**src/hdl/clk_ctrl_pkg.sv**
```systemverilog
package clk_ctrl_pkg;

    // Register indices on the configuration port
    localparam logic [7:0] ADDR_LOOP_ROUTING_CTRL = 8'h00;
    localparam logic [7:0] ADDR_INPUT_PRIORITY = 8'h01;
    localparam logic [7:0] ADDR_LOOP_BANDWIDTH = 8'h02;
    localparam logic [7:0] ADDR_MANUAL_SELECT_HOLD = 8'h03;
    localparam logic [7:0] ADDR_SELECT_METHOD_HISTORY = 8'h04;

    // Power-on values, reserved bits included
    localparam logic [7:0] RST_LOOP_ROUTING_CTRL = 8'h14;
    localparam logic [7:0] RST_INPUT_PRIORITY = 8'hE4;
    localparam logic [7:0] RST_LOOP_BANDWIDTH = 8'h42;
    localparam logic [7:0] RST_MANUAL_SELECT_HOLD = 8'h05;
    localparam logic [7:0] RST_SELECT_METHOD_HISTORY = 8'h12;

    // Writable bits per register; the rest read back their power-on value
    localparam logic [7:0] WMASK_LOOP_ROUTING_CTRL = 8'h62;
    localparam logic [7:0] WMASK_INPUT_PRIORITY = 8'h0F;
    localparam logic [7:0] WMASK_LOOP_BANDWIDTH = 8'hF0;
    localparam logic [7:0] WMASK_MANUAL_SELECT_HOLD = 8'hF0;
    localparam logic [7:0] WMASK_SELECT_METHOD_HISTORY = 8'hDF;

    // Field positions
    localparam int FREE_RUN_BIT = 6;
    localparam int OUTPUT_FORCE_ON_BIT = 5;
    localparam int PLL_BYPASS_BIT = 1;
    localparam int SECOND_CHOICE_LSB = 2;
    localparam int FIRST_CHOICE_LSB = 0;
    localparam int LOOP_BW_LSB = 4;
    localparam int MANUAL_CHOICE_LSB = 6;
    localparam int FORCE_HOLDOVER_BIT = 5;
    localparam int CALIB_SQUELCH_BIT = 4;
    localparam int SELECTION_METHOD_LSB = 6;
    localparam int HISTORY_DELAY_LSB = 0;

    // Input codes used by priority and manual choice fields
    localparam logic [1:0] CHOICE_INPUT_ONE = 2'h0;
    localparam logic [1:0] CHOICE_INPUT_TWO = 2'h1;

    // Selection method codes
    localparam logic [1:0] METHOD_MANUAL = 2'h0;
    localparam logic [1:0] METHOD_AUTO_NON_REVERT = 2'h1;
    localparam logic [1:0] METHOD_AUTO_REVERT = 2'h2;

    // Selector states
    typedef enum logic [2:0] {
        SEL_ONE = 3'b001,
        SEL_TWO = 3'b010,
        SEL_HOLD = 3'b100
    } sel_state_e;

endpackage : clk_ctrl_pkg

```
**src/hdl/input_select_output_mode_ctrl.sv**
```systemverilog
`timescale 1ns/10ps
// Contract
// RULE1: Free-run routes crystal into input two path
// RULE2: Output-force-on drives outputs despite squelch
// RULE3: Bypass passes selected input straight to outputs
// RULE4: Software bypasses only in hold or precalibration
// RULE5: Software never bypasses with CMOS outputs
// RULE6: Second-choice field names auto second input
// RULE7: First-choice field names auto preferred input
// RULE8: Bandwidth code takes effect after calibration
// RULE9: Manual register field selects input without pin
// RULE10: Pin flag set: select pin picks input
// RULE11: Force-hold enters digital hold, overriding all
// RULE12: Calibration squelch disables outputs during calibration
// RULE13: Method codes: manual, non-revertive, revertive, reserved
// RULE14: Five-bit history delay for hold history
// RULE15: Register 0 resets to 0001 0100
// RULE16: Register 1 resets to 1110 0100
// RULE17: Register 2 resets to 0100 0010
// RULE18: Register 3 resets to 0000 0101
// RULE19: Register 4 resets to 0001 0010
// RULE20: Squelched outputs wait for locked calibration
// RULE21: Reserved bits fixed; reserved codes ignored
module input_select_output_mode_ctrl
    import clk_ctrl_pkg::*;
(
    input wire logic clk_i,                     // Internal device clock
    input wire logic rst_n_i,                   // Synchronous reset, active low
    input wire logic ce_i,                      // Clock enable, freezes all state
    input wire logic cfg_wr_i,                  // Register write strobe
    input wire logic cfg_rd_i,                  // Register read strobe
    input wire logic [7:0] cfg_addr_i,          // Register index
    input wire logic [7:0] cfg_wdata_i,         // Write data
    output logic [7:0] cfg_rdata_o,             // Read data, valid with cfg_rvalid_o
    output logic cfg_rvalid_o,                  // Read answer pulse
    input wire logic pin_select_flag_i,         // Manual choice comes from the pin
    input wire logic input_select_pin_i,        // External input select pin
    input wire logic clock_input_one_ok_i,      // Input one qualified
    input wire logic clock_input_two_ok_i,      // Input two qualified
    input wire logic crystal_reference_ok_i,    // Crystal reference qualified
    input wire logic calib_busy_i,              // Internal calibration in progress
    input wire logic lock_lost_i,               // Loop out of lock
    output logic free_run_route_o,              // Crystal feeds input two path
    output logic pll_bypass_o,                  // Selected input drives outputs directly
    output logic [1:0] active_input_o,          // 00 input one, 01 input two
    output logic holdover_o,                    // Digital hold active
    output logic output_enable_o,               // Output clocks running
    output logic [3:0] loop_bw_code_o,          // Bandwidth code in force
    output logic bw_calib_needed_o,             // New bandwidth waits for calibration
    output logic [1:0] selection_method_o,      // Method in force
    output logic [4:0] history_delay_o          // Hold history delay code
);
    import clk_ctrl_pkg::*;

    // Register fields
    logic free_run;
    logic output_force_on;
    logic pll_bypass;
    logic [1:0] first_choice_input;
    logic [1:0] second_choice_input;
    logic [3:0] loop_bw_code;
    logic [1:0] manual_input_choice;
    logic force_holdover;
    logic calib_squelch;
    logic [1:0] selection_method;
    logic [4:0] history_delay;

    // Calibration tracking
    logic calib_busy_q;
    logic calib_start;
    logic calib_end;
    logic calib_seen;
    logic calib_good;
    logic bw_pending;

    // Derived selection terms
    logic manual_two;
    logic two_path_ok;
    logic wr_ok;
    logic next_output_enable;
    sel_state_e sel_state;
    logic [7:0] next_rdata;

    assign wr_ok = ce_i && cfg_wr_i;
    assign calib_start = calib_busy_i && !calib_busy_q;
    assign calib_end = !calib_busy_i && calib_busy_q;

    // Register 0: free-run, force-on, bypass
    always_ff @(posedge clk_i) begin
        if (!rst_n_i) begin
            free_run <= RST_LOOP_ROUTING_CTRL[FREE_RUN_BIT]; // RULE15
            output_force_on <= RST_LOOP_ROUTING_CTRL[OUTPUT_FORCE_ON_BIT]; // RULE15
            pll_bypass <= RST_LOOP_ROUTING_CTRL[PLL_BYPASS_BIT]; // RULE15
        end else if (wr_ok && cfg_addr_i == ADDR_LOOP_ROUTING_CTRL) begin
            free_run <= cfg_wdata_i[FREE_RUN_BIT];
            output_force_on <= cfg_wdata_i[OUTPUT_FORCE_ON_BIT];
            // Bypass legality (hold or precalibration, no CMOS) is left to software
            pll_bypass <= cfg_wdata_i[PLL_BYPASS_BIT];
        end
    end

    // Register 1: priorities; a reserved code leaves the field as it was
    always_ff @(posedge clk_i) begin
        if (!rst_n_i) begin
            first_choice_input <= RST_INPUT_PRIORITY[FIRST_CHOICE_LSB +: 2]; // RULE16
            second_choice_input <= RST_INPUT_PRIORITY[SECOND_CHOICE_LSB +: 2]; // RULE16
        end else if (wr_ok && cfg_addr_i == ADDR_INPUT_PRIORITY) begin
            if (!cfg_wdata_i[FIRST_CHOICE_LSB + 1]) begin
                first_choice_input <= cfg_wdata_i[FIRST_CHOICE_LSB +: 2]; // RULE21
            end
            if (!cfg_wdata_i[SECOND_CHOICE_LSB + 1]) begin
                second_choice_input <= cfg_wdata_i[SECOND_CHOICE_LSB +: 2]; // RULE21
            end
        end
    end

    // Register 2: bandwidth code as written, not yet in force
    always_ff @(posedge clk_i) begin
        if (!rst_n_i) begin
            loop_bw_code <= RST_LOOP_BANDWIDTH[LOOP_BW_LSB +: 4]; // RULE17
        end else if (wr_ok && cfg_addr_i == ADDR_LOOP_BANDWIDTH) begin
            loop_bw_code <= cfg_wdata_i[LOOP_BW_LSB +: 4];
        end
    end

    // Register 3: manual choice, forced hold, calibration squelch
    always_ff @(posedge clk_i) begin
        if (!rst_n_i) begin
            manual_input_choice <= RST_MANUAL_SELECT_HOLD[MANUAL_CHOICE_LSB +: 2]; // RULE18
            force_holdover <= RST_MANUAL_SELECT_HOLD[FORCE_HOLDOVER_BIT]; // RULE18
            calib_squelch <= RST_MANUAL_SELECT_HOLD[CALIB_SQUELCH_BIT]; // RULE18
        end else if (wr_ok && cfg_addr_i == ADDR_MANUAL_SELECT_HOLD) begin
            if (!cfg_wdata_i[MANUAL_CHOICE_LSB + 1]) begin
                manual_input_choice <= cfg_wdata_i[MANUAL_CHOICE_LSB +: 2]; // RULE21
            end
            force_holdover <= cfg_wdata_i[FORCE_HOLDOVER_BIT];
            calib_squelch <= cfg_wdata_i[CALIB_SQUELCH_BIT];
        end
    end

    // Register 4: method (reserved code ignored) and history delay
    always_ff @(posedge clk_i) begin
        if (!rst_n_i) begin
            selection_method <= RST_SELECT_METHOD_HISTORY[SELECTION_METHOD_LSB +: 2]; // RULE19
            history_delay <= RST_SELECT_METHOD_HISTORY[HISTORY_DELAY_LSB +: 5]; // RULE19
        end else if (wr_ok && cfg_addr_i == ADDR_SELECT_METHOD_HISTORY) begin
            if (cfg_wdata_i[SELECTION_METHOD_LSB +: 2] != 2'h3) begin
                selection_method <= cfg_wdata_i[SELECTION_METHOD_LSB +: 2]; // RULE21
            end
            history_delay <= cfg_wdata_i[HISTORY_DELAY_LSB +: 5]; // RULE14
        end
    end

    // Read mux; reserved bits always show their power-on value
    always_comb begin
        next_rdata = 8'h00;
        unique case (cfg_addr_i)
            ADDR_LOOP_ROUTING_CTRL: begin
                next_rdata = RST_LOOP_ROUTING_CTRL & ~WMASK_LOOP_ROUTING_CTRL; // RULE21
                next_rdata[FREE_RUN_BIT] = free_run;
                next_rdata[OUTPUT_FORCE_ON_BIT] = output_force_on;
                next_rdata[PLL_BYPASS_BIT] = pll_bypass;
            end
            ADDR_INPUT_PRIORITY: begin
                next_rdata = RST_INPUT_PRIORITY & ~WMASK_INPUT_PRIORITY; // RULE21
                next_rdata[FIRST_CHOICE_LSB +: 2] = first_choice_input;
                next_rdata[SECOND_CHOICE_LSB +: 2] = second_choice_input;
            end
            ADDR_LOOP_BANDWIDTH: begin
                next_rdata = RST_LOOP_BANDWIDTH & ~WMASK_LOOP_BANDWIDTH; // RULE21
                next_rdata[LOOP_BW_LSB +: 4] = loop_bw_code;
            end
            ADDR_MANUAL_SELECT_HOLD: begin
                next_rdata = RST_MANUAL_SELECT_HOLD & ~WMASK_MANUAL_SELECT_HOLD; // RULE21
                next_rdata[MANUAL_CHOICE_LSB +: 2] = manual_input_choice;
                next_rdata[FORCE_HOLDOVER_BIT] = force_holdover;
                next_rdata[CALIB_SQUELCH_BIT] = calib_squelch;
            end
            ADDR_SELECT_METHOD_HISTORY: begin
                next_rdata = RST_SELECT_METHOD_HISTORY & ~WMASK_SELECT_METHOD_HISTORY; // RULE21
                next_rdata[SELECTION_METHOD_LSB +: 2] = selection_method;
                next_rdata[HISTORY_DELAY_LSB +: 5] = history_delay;
            end
            default: next_rdata = 8'h00; // Unmapped index reads zero
        endcase
    end

    // Read answer one cycle after the strobe
    always_ff @(posedge clk_i) begin
        if (!rst_n_i) begin
            cfg_rdata_o <= 8'h00;
            cfg_rvalid_o <= 1'b0;
        end else if (ce_i) begin
            cfg_rvalid_o <= cfg_rd_i;
            if (cfg_rd_i) begin
                cfg_rdata_o <= next_rdata;
            end
        end
    end

    // Calibration history: busy edge tracking, first finished pass and first lock after it
    always_ff @(posedge clk_i) begin
        if (!rst_n_i) begin
            calib_busy_q <= 1'b0;
            calib_seen <= 1'b0;
            calib_good <= 1'b0;
        end else if (ce_i) begin
            calib_busy_q <= calib_busy_i;
            if (calib_end) begin
                calib_seen <= 1'b1;
            end
            // Lock counts only once a calibration has finished
            if ((calib_seen || calib_end) && !calib_busy_i && !lock_lost_i) begin
                calib_good <= 1'b1; // RULE20
            end
        end
    end

    // Bandwidth code moves into force only when a calibration starts
    always_ff @(posedge clk_i) begin
        if (!rst_n_i) begin
            loop_bw_code_o <= RST_LOOP_BANDWIDTH[LOOP_BW_LSB +: 4];
            bw_pending <= 1'b0;
        end else if (ce_i) begin
            if (calib_start) begin
                loop_bw_code_o <= loop_bw_code; // RULE8
            end
            // A write in the start cycle still wins, so it is not lost
            if (cfg_wr_i && cfg_addr_i == ADDR_LOOP_BANDWIDTH) begin
                bw_pending <= 1'b1; // RULE8
            end else if (calib_start) begin
                bw_pending <= 1'b0;
            end
        end
    end

    // Manual source: pin when flagged, else register field
    assign manual_two = pin_select_flag_i ? input_select_pin_i // RULE10
        : (manual_input_choice == CHOICE_INPUT_TWO); // RULE9
    // Free-run puts the crystal on the second path, so its quality counts there
    assign two_path_ok = free_run ? crystal_reference_ok_i : clock_input_two_ok_i; // RULE1

    input_chooser u_chooser (
        .clk_i(clk_i),
        .rst_n_i(rst_n_i),
        .ce_i(ce_i),
        .selection_method_i(selection_method),
        .manual_two_i(manual_two),
        .first_two_i(first_choice_input == CHOICE_INPUT_TWO),
        .second_two_i(second_choice_input == CHOICE_INPUT_TWO),
        .force_holdover_i(force_holdover),
        .one_ok_i(clock_input_one_ok_i),
        .two_ok_i(two_path_ok),
        .state_o(sel_state)
    );

    // Output gating: before any calibration the frequency is untrustworthy
    always_comb begin
        if (output_force_on) begin
            next_output_enable = 1'b1; // RULE2
        end else if (calib_squelch) begin
            next_output_enable = calib_good && !calib_busy_i; // RULE12
        end else begin
            next_output_enable = calib_seen; // RULE2
        end
    end

    // Registered control outputs
    always_ff @(posedge clk_i) begin
        if (!rst_n_i) begin
            free_run_route_o <= 1'b0;
            pll_bypass_o <= 1'b0;
            active_input_o <= CHOICE_INPUT_ONE;
            holdover_o <= 1'b0;
            output_enable_o <= 1'b0;
            bw_calib_needed_o <= 1'b0;
            selection_method_o <= METHOD_MANUAL;
            history_delay_o <= 5'h00;
        end else if (ce_i) begin
            free_run_route_o <= free_run; // RULE1
            pll_bypass_o <= pll_bypass; // RULE3
            active_input_o <= (sel_state == SEL_TWO) ? CHOICE_INPUT_TWO : CHOICE_INPUT_ONE;
            holdover_o <= (sel_state == SEL_HOLD); // RULE11
            output_enable_o <= next_output_enable;
            bw_calib_needed_o <= bw_pending;
            selection_method_o <= selection_method; // RULE13
            history_delay_o <= history_delay; // RULE14
        end
    end
endmodule : input_select_output_mode_ctrl

```
**src/hdl/input_chooser.sv**
```systemverilog
`timescale 1ns/10ps
module input_chooser
    import clk_ctrl_pkg::*;
(
    input wire logic clk_i,                 // Device clock
    input wire logic rst_n_i,               // Synchronous reset, active low
    input wire logic ce_i,                  // Clock enable
    input wire logic [1:0] selection_method_i, // Manual or automatic method
    input wire logic manual_two_i,          // Resolved manual choice is input two
    input wire logic first_two_i,           // First choice is input two
    input wire logic second_two_i,          // Second choice is input two
    input wire logic force_holdover_i,      // Force digital hold
    input wire logic one_ok_i,              // Input one usable
    input wire logic two_ok_i,              // Input two usable
    output clk_ctrl_pkg::sel_state_e state_o // Current selection
);
    import clk_ctrl_pkg::*;

    sel_state_e state;
    sel_state_e next_state;
    logic first_ok;
    logic second_ok;

    // Quality of the inputs named by the priority fields
    assign first_ok = first_two_i ? two_ok_i : one_ok_i;
    assign second_ok = second_two_i ? two_ok_i : one_ok_i;
    assign state_o = state;

    // Selection decision; forced hold beats every other control
    always_comb begin
        next_state = state;
        if (force_holdover_i) begin
            next_state = SEL_HOLD; // RULE11
        end else if (selection_method_i == METHOD_MANUAL) begin
            next_state = manual_two_i ? SEL_TWO : SEL_ONE; // RULE13
        end else if (selection_method_i == METHOD_AUTO_REVERT) begin
            // Always go back to the first choice once it is usable again
            if (first_ok) begin
                next_state = first_two_i ? SEL_TWO : SEL_ONE; // RULE7
            end else if (second_ok) begin
                next_state = second_two_i ? SEL_TWO : SEL_ONE; // RULE6
            end else begin
                next_state = SEL_HOLD;
            end
        end else begin
            // Non-revertive: keep a working input, switch only on failure
            unique case (state)
                SEL_ONE: next_state = one_ok_i ? SEL_ONE : (two_ok_i ? SEL_TWO : SEL_HOLD);
                SEL_TWO: next_state = two_ok_i ? SEL_TWO : (one_ok_i ? SEL_ONE : SEL_HOLD);
                SEL_HOLD: begin
                    if (first_ok) begin
                        next_state = first_two_i ? SEL_TWO : SEL_ONE; // RULE7
                    end else if (second_ok) begin
                        next_state = second_two_i ? SEL_TWO : SEL_ONE; // RULE6
                    end
                end
                default: next_state = SEL_HOLD;
            endcase
        end
    end

    // Selection state register
    always_ff @(posedge clk_i) begin
        if (!rst_n_i) begin
            state <= SEL_ONE;
        end else if (ce_i) begin
            state <= next_state;
        end
    end
endmodule : input_chooser

```
**config.mk**
```make
export PLATFORM = sky130hd
export DESIGN_NAME = input_select_output_mode_ctrl
export DESIGN_NICKNAME = d
export VERILOG_FILES = /design/src/hdl/clk_ctrl_pkg.sv /design/src/hdl/input_select_output_mode_ctrl.sv /design/src/hdl/input_chooser.sv
export SDC_FILE = /design/constraint.sdc
export NUM_CORES = 1
export LEC_CHECK = 0
export BUFFER_PORTS_ARGS = -buffer_cell sky130_fd_sc_hd__buf_2
export CAP_MARGIN = 5
export CORE_MARGIN = 10
export CORE_UTILIZATION = 54
export DETAILED_ROUTE_END_ITERATION = 8
export HOLD_SLACK_MARGIN = 0.06
export PLACE_DENSITY = 0.79
export SYNTH_ARGS = -nofsm -noshare
export SYNTH_HDL_FRONTEND = slang
export SYNTH_SLANG_ARGS = --single-unit
```
**constraint.sdc**
```tcl
create_clock -name clk_i -period 1.9 [get_ports clk_i]
set_clock_uncertainty 0.05 [all_clocks]
set_input_delay 0 -clock clk_i [delete_from_list [all_inputs] [get_ports clk_i]]
set_output_delay 0 -clock clk_i [all_outputs]
set_load 0.01 [all_outputs]
```
==> impl_metrics.yaml <==
synth:
  synth_top_flop_cell: "dfxtp_1"
  syn_area_per_cell_sq_um: 9.09
  synth_compound_area_share_pct: 16.2
  yosys-mux-area-fraction_pct: 14.0
  netlist_area_sq_um: 2530
  synth_seq_cells: 52
  async_flop_share_pct: 0
  synth_xor_area_share_pct: 0
  synth_top_family_by_area: "simple AND/OR/NAND/NOR gates"
  yosys.area_share.simple_pct: 24.0
  yosys_warnings: 0
  postSynthCellCount: 278
  synth_largest_area_cell: "dfxtp_1"
  synth.most_common_cell: "dfxtp_1"
  ys_top_cells_by_area: "dfxtp_1 41%, mux2i_1 13%, nor2b_1 6.9%, nand2_1 4.5%, o21ai_0 3.0%"
  synth_cell_type_count: 56
  synth_adder_area_share_pct: 0
  ys_seq_area_share_pct: 41.2
  synth_top_area_share_pct: 41.2
  synth_common_cells: "52 x dfxtp_1, 33 x mux2i_1, 30 x nand2_1"
  synth_edf_count: 0
  synth_nets: 306
worst_setup_path:
  critPathArrivalTime_ps: 1830
  crit_chain: "buf_2, or4_4, nor4_4, buf_4, nand3_1, mux2i_1, dlygate4sd3_1"
  max_stage_delay_ps: 570
  cp-end-kind: "flop"
  cpMaxStageDelayCell: "or4_4"
  crit_path_start_kind: "input pin"
  critical_path_class: "input pin to flop"
  cp.required_ps: 2050
  crit_fanout: 8
  rrSetupSlack_ps: 300
floorplanning:
  start_util_pct: 56.8
  die_y_microns: 88.4
  fp.dieW_microns: 88.4
  ioPinCount: 55
  core_area_sq_um: 4440
  fp.dieArea_sq_um: 7810
  rows: 24
pwr:
  power_density_nw_per_um2: 685
  p_leak_nw: 1.38
  vdd_drop_max_mv: 0.511
outcome:
  status: "complete, no violations"
cells_and_area:
  fillers: 358
  n_antenna_cell: 0
  multi_input_area_sq_um: 1370
  seq_area_sq_um: 1040
  final_util_pct: 69.7
  syn_to_final_growth_pct: 22.6
  drive_above_1_share_pct: 23.0
  layout.nets: 370
timing:
  setup_slack_ps: 211
  slew_headroom_pct: 60.9
  rsz0062_at_grt: "no"
  min_period_over_period_pct: 88.9
  fmax_ghz: 0.592
  drv_slew: 0
  fin_tns_setup_ps: 0
  hold_violations: 0
  setup_viol: 0
  tightest_slew_ps: 587
  finalCriticalPeriod_ps: 1690
  hold_ws_ps: 76.3
cts:
  postCtsSetupBuffers: 0
  cts_root_buffer: "clkbuf_8"
  cts_sinks: 52
  clk_latency_ps: 300
  cts_max_level: 2
  clk_pin_slew_ps: 90
  cts_inserted_buffers: 5
  cts_tree: "yes"
  clk_path_buf_depth: 2
routing:
  dr.pass1.iters: 4
  ant_nets: 0
  drt_iter0_drc: 97
  wl_per_cell_microns: 16.3
  vias: 2215
  drc: 0
  routed_wl_mm: 6.43
  via_per_inst: 5.61
placed_design:
  dp_slack_ps: 124
  hpwl_mm: 4.74
  io_buffer_count: 53
  place_congestion: 0.870
flow_run:
  cap_violations: 0
grt:
  grt_overflow: 0
  antenna_found_initial: 0
  grt_start_max_net_pins: 40
  grt_pass1_wl_mm: 10.6
  grt_use_total_pct: 16.7
  grt_pass1_vias: 2221
worst_hold_path:
  hp-class: "input pin to flop"
-- cell families (layout without fill, tap and decap cells) --
kind of cell | Yosys count | in the layout
mux | 35 | 35
other cells | 1 | 1
compound gates | 59 | 59
buf+inv | 27 | 92
simple gates | 104 | 104
flops | 52 | 52
-- worst paths after layout --
kind / startpoint / to / cells after the start
min reg2reg: cfg_rdata_o[7] / cfg_rdata_o[7] / 2
max reg2reg: free_run / u_chooser.state_o[0] / 4
min: ce_i / history_delay_o[2] / 3
max: cfg_addr_i[5] / first_choice_input[0] / 7
-- state kept, by name, indices dropped and copies added (netlist names), 2 cells and up --
signal,count
cfg_rdata_o,8
history_delay,5
history_delay_o,5
loop_bw_code,4
loop_bw_code_o,4
selection_method,2
selection_method_o,2
u_chooser.state_o,3
-- cell usage in the layout (no fill, tap or decap), drive strengths merged, types with 3 or more instances in the layout --
master | netlist | layout
a31oi | 3 | 3
a21oi | 6 | 6
inv | 9 | 9
nand3 | 4 | 4
clkbuf | 15 | 6
nor2b | 28 | 28
buf | 3 | 62
dlygate4sd3 | 0 | 13
nor2 | 11 | 11
nand2 | 30 | 30
o21a | 3 | 3
a22oi | 3 | 3
nand4 | 3 | 3
o21ai | 16 | 16
nand3b | 3 | 3
and2 | 4 | 4
nand2b | 4 | 4
a21boi | 6 | 6
mux2i | 33 | 33
dfxtp | 52 | 52
-- layer usage --
layer	part of all wire [%]	vias up	GRT usage, %	wire [microns]
met5	0	-	0	0
met2	50	51	29.2	3200
met3	6.7	9	4.96	431
li1	-	1106	-	-
met1	42	1049	19.6	2720
met4	1.2	0	4.11	79
-- metrics by stage --
step	power [mW]	instance area, sq um	cells
finish	2.12	3100	395
floorplan	1.26	2530	278
detailed placement	1.34	2850	374
CTS	2.13	3100	395
global placement	1.33	2850	374
global route	2.21	3100	395
-- power breakdown --
part	total (mW)	switching (mW)	internal (mW)
sequential	1.11	0.0107	1.10
combinational	0.217	0.116	0.101
clock	0.792	0.361	0.431
-- critical path, delay by kind of cell --
kind | cells | cell delay, ps
AND/OR/NAND/NOR | 3 | 850
buffers and inverters | 3 | 840
multiplexers | 1 | 140
-- final cells by class --
cell class / instances / area share, %
Inverter: 9 / 1.09
Multi-Input combinational cell: 199 / 44.3
Sequential cell: 52 / 33.6
Tap cell: 52 / 2.10
Clock buffer: 6 / 2.67
Timing Repair Buffer: 75 / 14.9
Clock inverter: 2 / 1.25
-- what timing repair did --
action,CTS,global route
hold buffers,13,0
resized for setup,0,0
endpoints found under the setup margin,0,0
endpoints found under the hold margin,23,0
Note: power is estimated with default switching activity, not from simulation.
